File: config.mk
export PLATFORM = sky130hd
export DESIGN_NAME = ecrb_bank
export DESIGN_NICKNAME = d
export VERILOG_FILES = /design/src/core/ecrb_pkg.sv /design/src/core/ecrb_reg.sv /design/src/core/ecrb_bank.sv
export SDC_FILE = /design/constraint.sdc
export NUM_CORES = 1
export LEC_CHECK = 0
export BUFFER_PORTS_ARGS = -buffer_cell sky130_fd_sc_hd__buf_2
export CAP_MARGIN = 20
export CORE_MARGIN = 2
export CORE_UTILIZATION = 58
export CTS_CLUSTER_SIZE = 28
export DETAILED_ROUTE_END_ITERATION = 10
export PLACE_DENSITY = 0.86
export SLEW_MARGIN = 20
export SYNTH_ARGS = -nofsm -noshare
export SYNTH_HDL_FRONTEND = slang
export SYNTH_SLANG_ARGS = --single-unit
File: constraint.sdc
create_clock -name clk -period 3.8 [get_ports clk]
set_input_delay 0.38 -clock clk [delete_from_list [all_inputs] [get_ports clk]]
set_output_delay 0.38 -clock clk [all_outputs]
set_load 0.005 [all_outputs]
File: src/core/ecrb_pkg.sv
// ****************************************
// Register bank constants
// ****************************************
package ecrb_pkg;

  localparam int CFG_N = 31;

  typedef struct packed {
    logic [1:0] bank;
    logic [4:0] addr;
    logic [7:0] mask;
    logic [7:0] rst;
  } ecrb_cfg_s;

  // ****************************************
  // Bank codes and shared window
  // ****************************************
  localparam logic [1:0] BANK0       = 2'h0;
  localparam logic [1:0] BANK1       = 2'h1;
  localparam logic [1:0] BANK2       = 2'h2;
  localparam logic [1:0] BANK3       = 2'h3;
  localparam logic [4:0] ADDR_COMMON = 5'h1B;
  localparam logic [4:0] ADDR_ECON   = 5'h1F;
  localparam logic [4:0] ADDR_CSTAT  = 5'h1E;

  // ****************************************
  // Read-only register addresses
  // ****************************************
  localparam logic [4:0] ADDR_PKTCNT   = 5'h05;
  localparam logic [4:0] ADDR_PHYRD_LO = 5'h0E;
  localparam logic [4:0] ADDR_PHYRD_HI = 5'h0F;
  localparam logic [4:0] ADDR_BSTCSL   = 5'h0C;
  localparam logic [4:0] ADDR_BSTCSH   = 5'h0D;
  localparam logic [4:0] ADDR_PHYSTAT  = 5'h0E;
  localparam logic [4:0] ADDR_REV      = 5'h0F;
  localparam logic [7:0] PHYSTAT_MASK  = 8'h0F;
  localparam logic [7:0] REV_MASK      = 8'h1F;

  // Revision code, value arbitrary
  localparam logic [4:0] REV_DEFAULT = 5'h0A;

  // ****************************************
  // Main control bit positions
  // ****************************************
  localparam int B_TXRST  = 7;
  localparam int B_RXRST  = 6;
  localparam int B_DMA_GO = 5;
  localparam int B_CSUM   = 4;
  localparam int B_TX_REQ = 3;
  localparam int B_RX_ON  = 2;
  localparam logic [7:0] ECON_RST  = 8'h00;
  localparam int         CSTAT_RDY = 0;

  // ****************************************
  // Storage table: bank, addr, mask, reset
  // ****************************************
  localparam int CFG_RXF    = 4;
  localparam int CFG_RETX   = 11;
  localparam int CFG_CLKOUT = 27;

  localparam ecrb_cfg_s CFG_TAB [CFG_N] = '{
    '{BANK1, 5'h00, 8'hFF, 8'h00}, '{BANK1, 5'h01, 8'hFF, 8'h00},
    '{BANK1, 5'h02, 8'hFF, 8'h00}, '{BANK1, 5'h03, 8'h1F, 8'h00},
    '{BANK1, 5'h04, 8'hFF, 8'hA1}, '{BANK2, 5'h00, 8'h1F, 8'h00},
    '{BANK2, 5'h01, 8'hFF, 8'h00}, '{BANK2, 5'h02, 8'h73, 8'h00},
    '{BANK2, 5'h03, 8'h7F, 8'h00}, '{BANK2, 5'h04, 8'h7F, 8'h00},
    '{BANK2, 5'h05, 8'h7F, 8'h00}, '{BANK2, 5'h06, 8'h0F, 8'h0F},
    '{BANK2, 5'h07, 8'h3F, 8'h37}, '{BANK2, 5'h08, 8'hFF, 8'h00},
    '{BANK2, 5'h09, 8'hFF, 8'h06}, '{BANK2, 5'h0A, 8'h03, 8'h00},
    '{BANK2, 5'h0B, 8'h1F, 8'h00}, '{BANK2, 5'h0C, 8'hFF, 8'h00},
    '{BANK2, 5'h0D, 8'hFF, 8'h00}, '{BANK3, 5'h00, 8'hFF, 8'h00},
    '{BANK3, 5'h01, 8'hFF, 8'h00}, '{BANK3, 5'h02, 8'hFF, 8'h00},
    '{BANK3, 5'h03, 8'hFF, 8'h00}, '{BANK3, 5'h04, 8'hFF, 8'h00},
    '{BANK3, 5'h05, 8'hFF, 8'h00}, '{BANK3, 5'h06, 8'hFF, 8'h00},
    '{BANK3, 5'h07, 8'hFF, 8'h00}, '{BANK3, 5'h08, 8'h07, 8'h04},
    '{BANK3, 5'h09, 8'h07, 8'h00}, '{BANK3, 5'h0A, 8'hFF, 8'h00},
    '{BANK3, 5'h0B, 8'hFF, 8'h10}
  };

endpackage : ecrb_pkg

File: src/core/ecrb_reg.sv
`timescale 1ns/1ns
// ****************************************
// One byte of host storage
// ****************************************
module ecrb_reg
  import ecrb_pkg::*;
#(
  parameter logic [7:0] RST      = 8'h00,
  parameter logic [7:0] MASK     = 8'hFF,
  parameter bit         POR_ONLY = 1'b0
) (
  // Clock and resets
  input  wire logic       clk,
  input  wire logic       arst_n,
  input  wire logic       soft_rst,
  // Write port
  input  wire logic       wr_en,
  input  wire logic [7:0] wdata,
  output logic      [7:0] q
);

  always_ff @(posedge clk or negedge arst_n) begin
    if (!arst_n) begin
      q <= RST;
    end else if (soft_rst && !POR_ONLY) begin
      q <= RST;
    end else if (wr_en) begin
      q <= wdata & MASK;
    end
  end

endmodule : ecrb_reg

File: src/core/ecrb_bank.sv
`timescale 1ns/1ns
// Behaviour
// RULE1 - Clock-out field loads 100 on power-on reset, keeps value on other resets.
// RULE2 - Clock-ready flag clears on power-on reset, untouched by other resets.
// RULE3 - Revision register is read-only, five-bit value in low bits.
// RULE4 - Host keeps reserved bits at their current values when writing.
// RULE5 - Main control holds receive, transmit, DMA and bank bits, host writable.
// RULE6 - Bank field value 0 to 3 routes later accesses to that bank.
// RULE7 - Unimplemented bits read zero and ignore writes.
// RULE8 - Other bits load their reset value on any device reset.
module ecrb_bank
  import ecrb_pkg::*;
#(
  parameter logic [4:0] REVISION = REV_DEFAULT
) (
  // Clock and resets
  input  wire logic               clk,
  input  wire logic               arst_n,
  input  wire logic               soft_rst,
  // Host register port
  input  wire logic [4:0]         reg_addr,
  input  wire logic               reg_wr,
  input  wire logic               reg_rd,
  input  wire logic [7:0]         reg_wdata,
  output logic      [7:0]         reg_rdata,
  // Device status inputs
  input  wire logic               osc_ready,
  input  wire logic               tx_done,
  input  wire logic               dma_done,
  input  wire logic [7:0]         pkt_count,
  input  wire logic [15:0]        phy_rd_data,
  input  wire logic [3:0]         phy_status,
  input  wire logic [15:0]        bist_sum,
  // Control outputs
  output logic      [CFG_N*8-1:0] cfg_q,
  output logic      [2:0]         clkout_sel,
  output logic                    clock_ready,
  output logic                    tx_logic_rst,
  output logic                    rx_logic_rst,
  output logic                    dma_start,
  output logic                    dma_csum_en,
  output logic                    tx_request,
  output logic                    rx_enable,
  output logic      [1:0]         bank_sel
);

  // ****************************************
  // Address decode helpers
  // ****************************************
  function automatic logic bank_hit(input logic [1:0] bank,
                                    input logic [1:0] sel,
                                    input logic [4:0] addr,
                                    input logic [4:0] want);
    bank_hit = (sel == bank) && (addr == want);
  endfunction : bank_hit

  function automatic logic [7:0] hold_bits(input logic [7:0] v,
                                           input logic [7:0] m);
    hold_bits = v & m;
  endfunction : hold_bits

  // ****************************************
  // State
  // ****************************************
  logic [7:0]       econ_r;
  logic [7:0]       econ_nxt;
  logic             clk_ready_r;
  logic [7:0]       rdata_r;
  logic [7:0]       rd_mux;
  logic [CFG_N-1:0] cfg_wr;
  logic [CFG_N-1:0] cfg_sel;
  logic [7:0]       cfg_byte [CFG_N];

  // ****************************************
  // Decode
  // ****************************************
  wire is_common = (reg_addr >= ADDR_COMMON);
  wire sel_econ  = (reg_addr == ADDR_ECON);
  wire sel_cstat = (reg_addr == ADDR_CSTAT);
  wire wr_econ   = reg_wr && sel_econ;

  wire [1:0] bsel = econ_r[1:0];

  wire sel_pkt   = bank_hit(BANK1, bsel, reg_addr, ADDR_PKTCNT); // RULE6
  wire sel_phyrd_lo = bank_hit(BANK2, bsel, reg_addr, ADDR_PHYRD_LO);
  wire sel_phyrd_hi = bank_hit(BANK2, bsel, reg_addr, ADDR_PHYRD_HI);
  wire sel_bstl     = bank_hit(BANK3, bsel, reg_addr, ADDR_BSTCSL);
  wire sel_bsth     = bank_hit(BANK3, bsel, reg_addr, ADDR_BSTCSH);
  wire sel_mist     = bank_hit(BANK3, bsel, reg_addr, ADDR_PHYSTAT);
  wire sel_rev   = bank_hit(BANK3, bsel, reg_addr, ADDR_REV);

  // ****************************************
  // Storage bytes
  // ****************************************
  genvar g;
  generate
    for (g = 0; g < CFG_N; g++) begin : g_cfg
      assign cfg_sel[g] = !is_common &&
        bank_hit(CFG_TAB[g].bank, bsel, reg_addr, CFG_TAB[g].addr); // RULE6
      assign cfg_wr[g]  = reg_wr && cfg_sel[g];

      ecrb_reg #(
        .RST      (CFG_TAB[g].rst),
        .MASK     (CFG_TAB[g].mask),
        .POR_ONLY (g == CFG_CLKOUT)
      ) u_reg (
        .clk      (clk),
        .arst_n   (arst_n),
        .soft_rst (soft_rst),
        .wr_en    (cfg_wr[g]),
        .wdata    (reg_wdata),
        .q        (cfg_byte[g])
      ); // RULE1 RULE7 RULE8

      assign cfg_q[g*8 +: 8] = cfg_byte[g];
    end
  endgenerate

  assign clkout_sel = cfg_byte[CFG_CLKOUT][2:0]; // RULE1

  // ****************************************
  // Main control register
  // ****************************************
  always_comb begin
    econ_nxt = econ_r;
    if (dma_done) begin
      econ_nxt[B_DMA_GO] = 1'b0;
    end
    if (tx_done) begin
      econ_nxt[B_TX_REQ] = 1'b0;
    end
    if (wr_econ) begin
      econ_nxt = reg_wdata; // RULE5
    end
  end

  always_ff @(posedge clk or negedge arst_n) begin
    if (!arst_n) begin
      econ_r <= ECON_RST;
    end else if (soft_rst) begin
      econ_r <= ECON_RST; // RULE8
    end else begin
      econ_r <= econ_nxt;
    end
  end

  assign tx_logic_rst = econ_r[B_TXRST];
  assign rx_logic_rst = econ_r[B_RXRST];
  assign dma_start    = econ_r[B_DMA_GO];
  assign dma_csum_en  = econ_r[B_CSUM];
  assign tx_request   = econ_r[B_TX_REQ];
  assign rx_enable    = econ_r[B_RX_ON];
  assign bank_sel     = bsel;

  // ****************************************
  // Clock-ready flag
  // ****************************************
  always_ff @(posedge clk or negedge arst_n) begin
    if (!arst_n) begin
      clk_ready_r <= 1'b0; // RULE2
    end else begin
      clk_ready_r <= osc_ready; // RULE2
    end
  end

  assign clock_ready = clk_ready_r;

  // ****************************************
  // Read path
  // ****************************************
  always_comb begin
    rd_mux = 8'h00; // RULE7
    for (int i = 0; i < CFG_N; i++) begin
      if (cfg_sel[i]) begin
        rd_mux = hold_bits(cfg_byte[i], CFG_TAB[i].mask); // RULE7
      end
    end
    if (is_common) begin
      rd_mux = 8'h00;
      if (sel_econ) begin
        rd_mux = econ_r;
      end
      if (sel_cstat) begin
        rd_mux[CSTAT_RDY] = clk_ready_r;
      end
    end
    if (sel_pkt) begin
      rd_mux = pkt_count;
    end
    if (sel_phyrd_lo) begin
      rd_mux = phy_rd_data[7:0];
    end
    if (sel_phyrd_hi) begin
      rd_mux = phy_rd_data[15:8];
    end
    if (sel_bstl) begin
      rd_mux = bist_sum[7:0];
    end
    if (sel_bsth) begin
      rd_mux = bist_sum[15:8];
    end
    if (sel_mist) begin
      rd_mux = hold_bits({4'h0, phy_status}, PHYSTAT_MASK); // RULE7
    end
    if (sel_rev) begin
      rd_mux = hold_bits({3'h0, REVISION}, REV_MASK); // RULE3
    end
  end

  always_ff @(posedge clk or negedge arst_n) begin
    if (!arst_n) begin
      rdata_r <= 8'h00;
    end else if (reg_rd) begin
      rdata_r <= rd_mux;
    end
  end

  assign reg_rdata = rdata_r;

  wire rd_rev  = reg_rd && sel_rev;
  wire rd_mac1 = reg_rd && cfg_sel[5];
  wire keep_co = soft_rst && !cfg_wr[CFG_CLKOUT];

  wire [7:0] ctl_bits = {tx_logic_rst, rx_logic_rst, dma_start, dma_csum_en,
                         tx_request, rx_enable, bank_sel};
endmodule : ecrb_bank

==> impl_metrics.toml <==
[layout]
final_common_cell = "buf_2"
syn_to_final_growth_pct = 17.9
nets = 1797
multiInputGateArea_sq_um = 6420
diodes = 0
seq_area_sq_um = 5730
drive_above_1_share_pct = 25.2
fill_cells = 1685
mostFrequentLayoutCells = "292 x buf_2, 241 x nand2_1, 212 x dfrtp_1"

[cts]
cts.path.max_buffers = 3
ctsResizeCount = 0
clk_latency_ns = 0.54
cts_root_buf = "clkbuf_16"
clk_pin_slew_ns = 0.06
clock_sinks = 228
htree_num_levels = 1
cts_tree = "built"
numCtsBuffers = 25

[power_and_ir_drop]
p_leak_nw = 7.33
vdd_drop_max_uv = 367
p_per_area_nw_per_um2 = 357

[yosys]
synthAdderAreaFrac_pct = 0
synth_top_flop_cell = "dfrtp_1"
netlist.area_leader.share_pct = 41.0
yosysSeqAreaShare_pct = 44.2
syn-instance-count = 1494
netlist_area_sq_um = 12900
synth_compound_area_share_pct = 20.1
syn_avg_cell_area_sq_um = 8.67
synth_xor_xnor_area_share_pct = 0
synth.area.mux_share_pct = 6.04
ys_seq_elements = 228
synth_top_family_by_area = "simple AND/OR/NAND/NOR gates"
synth_edf_count = 0
yosysTopAreaCell = "dfrtp_1"
synth_cell_types = 89
yosysWarnings = 0
async_flop_share_pct = 100
synthSimpleGateAreaFrac_pct = 22.4
synth_area_leaders = "dfrtp_1 41%, a21oi_1 7.0%, nand2_1 7.0%"

[setup_path]
r2r_cells = 7
critPathLaunchType = "flip-flop"
worstPathBufferInverterCount = 0
cp-end-kind = "flip-flop"
crit_path_max_incr_delay_ns = 0.87
path_class = "flip-flop to flip-flop"
worst-r2r-setup-slack_ns = 0.57
timing.critical_path.max_delay_family = "simple AND/OR/NAND/NOR gates"
rr_endpoint = "reg_rdata[6]"
cp.depth = 7
cp.arrival_ns = 3.71
cp.required_ns = 4.28
worst_r2r_startpoint = "ctl_bits[1]"
critPathMaxFanout = 19
cp_slowest_cell = "nor3_2"
path_cells = "nand2_1, nor3_2, a21oi_1, nand3_1, a211oi_1, o311ai_0, a221o_1"

[drt]
wl_per_cell_microns = 28.2
viasPerCell = 6.90
wl_microns = 57100
drc_errors = 0
vias = 14003
dr.pass1.iters = 6
ant_nets = 0
drt_iter0_markers = 2313

[floorplan]
die_area_sq_um = 23500
dieHeight_microns = 153
die_w_microns = 153
io_pins = 333
core_sq_um = 21900
initial_utilization_pct = 59.2
rows = 54

[global_route]
grt_overflow = 0
grt_first_pass_wirelength_microns = 85100
track_usage_pct = 47.3
antenna_found_initial = 0
grt_pass1_vias = 13293
grt_max_degree = 107

[sta]
worst_slack_ns = 0.574
period_share_pct = 84.9
final-max-slew-violation-count = 0
max_slew_margin_pct = 32.2
period_minus_slack_ns = 3.23
fmax_ghz = 0.310
hold_viol = 0
finalClockSkew_ns = 0.0119
setup-tns-final_ns = 0
finalSetupViolCount = 0
rsz0062_at_grt = "false"
worst_pin_slew_ns = 1.01

[hold_path]
hold_path_class = "input pin to flip-flop"
holdPathEnd = "ctl_bits[5]"
hold-path-cell-count = 3
min_from = "dma_done"

[placement]
gp_congestion = 1.05
dp.final_hpwl_microns = 40000
dpl_worst_slack_ns = 0.482
port_buffers = 295

[outcome]
status = "complete, no violations"

[flow_run]
drv_cap = 0
## worst min-delay path, cell delays in order
cell	delay, ns
buf_2	0.08
nand3b_1	0.09
a21oi_1	0.06
## final cells by class
class / instances / share of cell area (%)
Multi-Input combinational cell: 1130 / 42.1
Sequential cell: 228 / 37.5
Timing Repair Buffer: 341 / 12.3
Clock buffer: 32 / 4.47
Tap cell: 280 / 2.29
Clock inverter: 13 / 1.17
Inverter: 6 / 0.148
## cells by family after synthesis
group | after synthesis
AOI/OAI and AO/OA | 410
buffers and inverters | 172
DFF | 228
muxes | 75
other | 1
and+or+nand+nor | 608
## routing by layer
layer	vias to the layer above	global-route usage, %	part of all wire (%)
met1	6658	66.6	37
met3	249	14.2	15
met5	-	0	0
li1	5789	-	-
met2	1307	68.2	43
met4	0	20.4	5.3
## worst max path at each step
stage / startpoint / end
after global placement: reg_addr[2] / reg_rdata[0]
final: ctl_bits[1] / reg_rdata[6]
after detailed placement: reg_addr[2] / reg_rdata[0]
after CTS: ctl_bits[1] / reg_rdata[6]
after global routing: ctl_bits[1] / reg_rdata[6]
after floorplan: reg_addr[0] / reg_rdata[2]
## cells in the mapped netlist (6+ instances only)
library cell	instances
a211oi_1	8
a22oi_1	16
o21ai_0	56
nor2_1	114
a221o_1	6
o211ai_1	6
o2bb2ai_1	9
a211o_1	18
a21oi_1	181
nand4_1	6
a221oi_1	16
o21ai_1	6
nor2b_1	11
and3_1	15
nand2_1	241
mux2i_1	68
buf_2	29
buf_6	7
nor2_2	6
dfstp_2	16
a32oi_1	9
buf_4	53
nand3_1	132
dfrtp_1	212
clkbuf_1	74
nor4_1	8
o22ai_1	18
a22o_1	10
nor3_1	15
and2_1	6
a31oi_1	8
nand2_2	6
## stage by stage
| stage | utilization [%] | power, W | std cells | hold slack, ns | instance area (sq um) |
|---|---|---|---|---|---|
| CTS | 69.7 | 0.00541 | 2030 | 0.106 | 15300 |
| detailed placement | 65.7 | 0.00287 | 1983 | 0.487 | 14400 |
| floorplan | - | 0.00271 | 1530 | 0.0844 | 13100 |
| finish | 69.7 | 0.00545 | 2030 | 0.103 | 15300 |
| global route | 69.7 | 0.00555 | 2030 | 0.111 | 15300 |
| global placement | 65.7 | 0.00287 | 1983 | 0.477 | 14400 |
## sequential cells by signal, summed over array words and instances, names as in the netlist
register       cells
g_cfg.u_reg.q    211
reg_rdata          8
ctl_bits           8
clock_ready        1
## timing repair
| item | 4_1_cts | 5_1_grt |
|---|---|---|
| hold buffers | 2 | 0 |
| setup buffers | 0 | 0 |
| endpoints found under the hold margin | 101 | 0 |
## power breakdown
group / switching (W) / total, W / leakage, nW / internal [W]
logic: 0.000323 / 0.000411 / 3.78 / 0.0000883
clock network: 0.00106 / 0.00260 / 0.423 / 0.00154
registers: 0.00000592 / 0.00244 / 3.13 / 0.00243
Power figures use the tool's default switching activity.
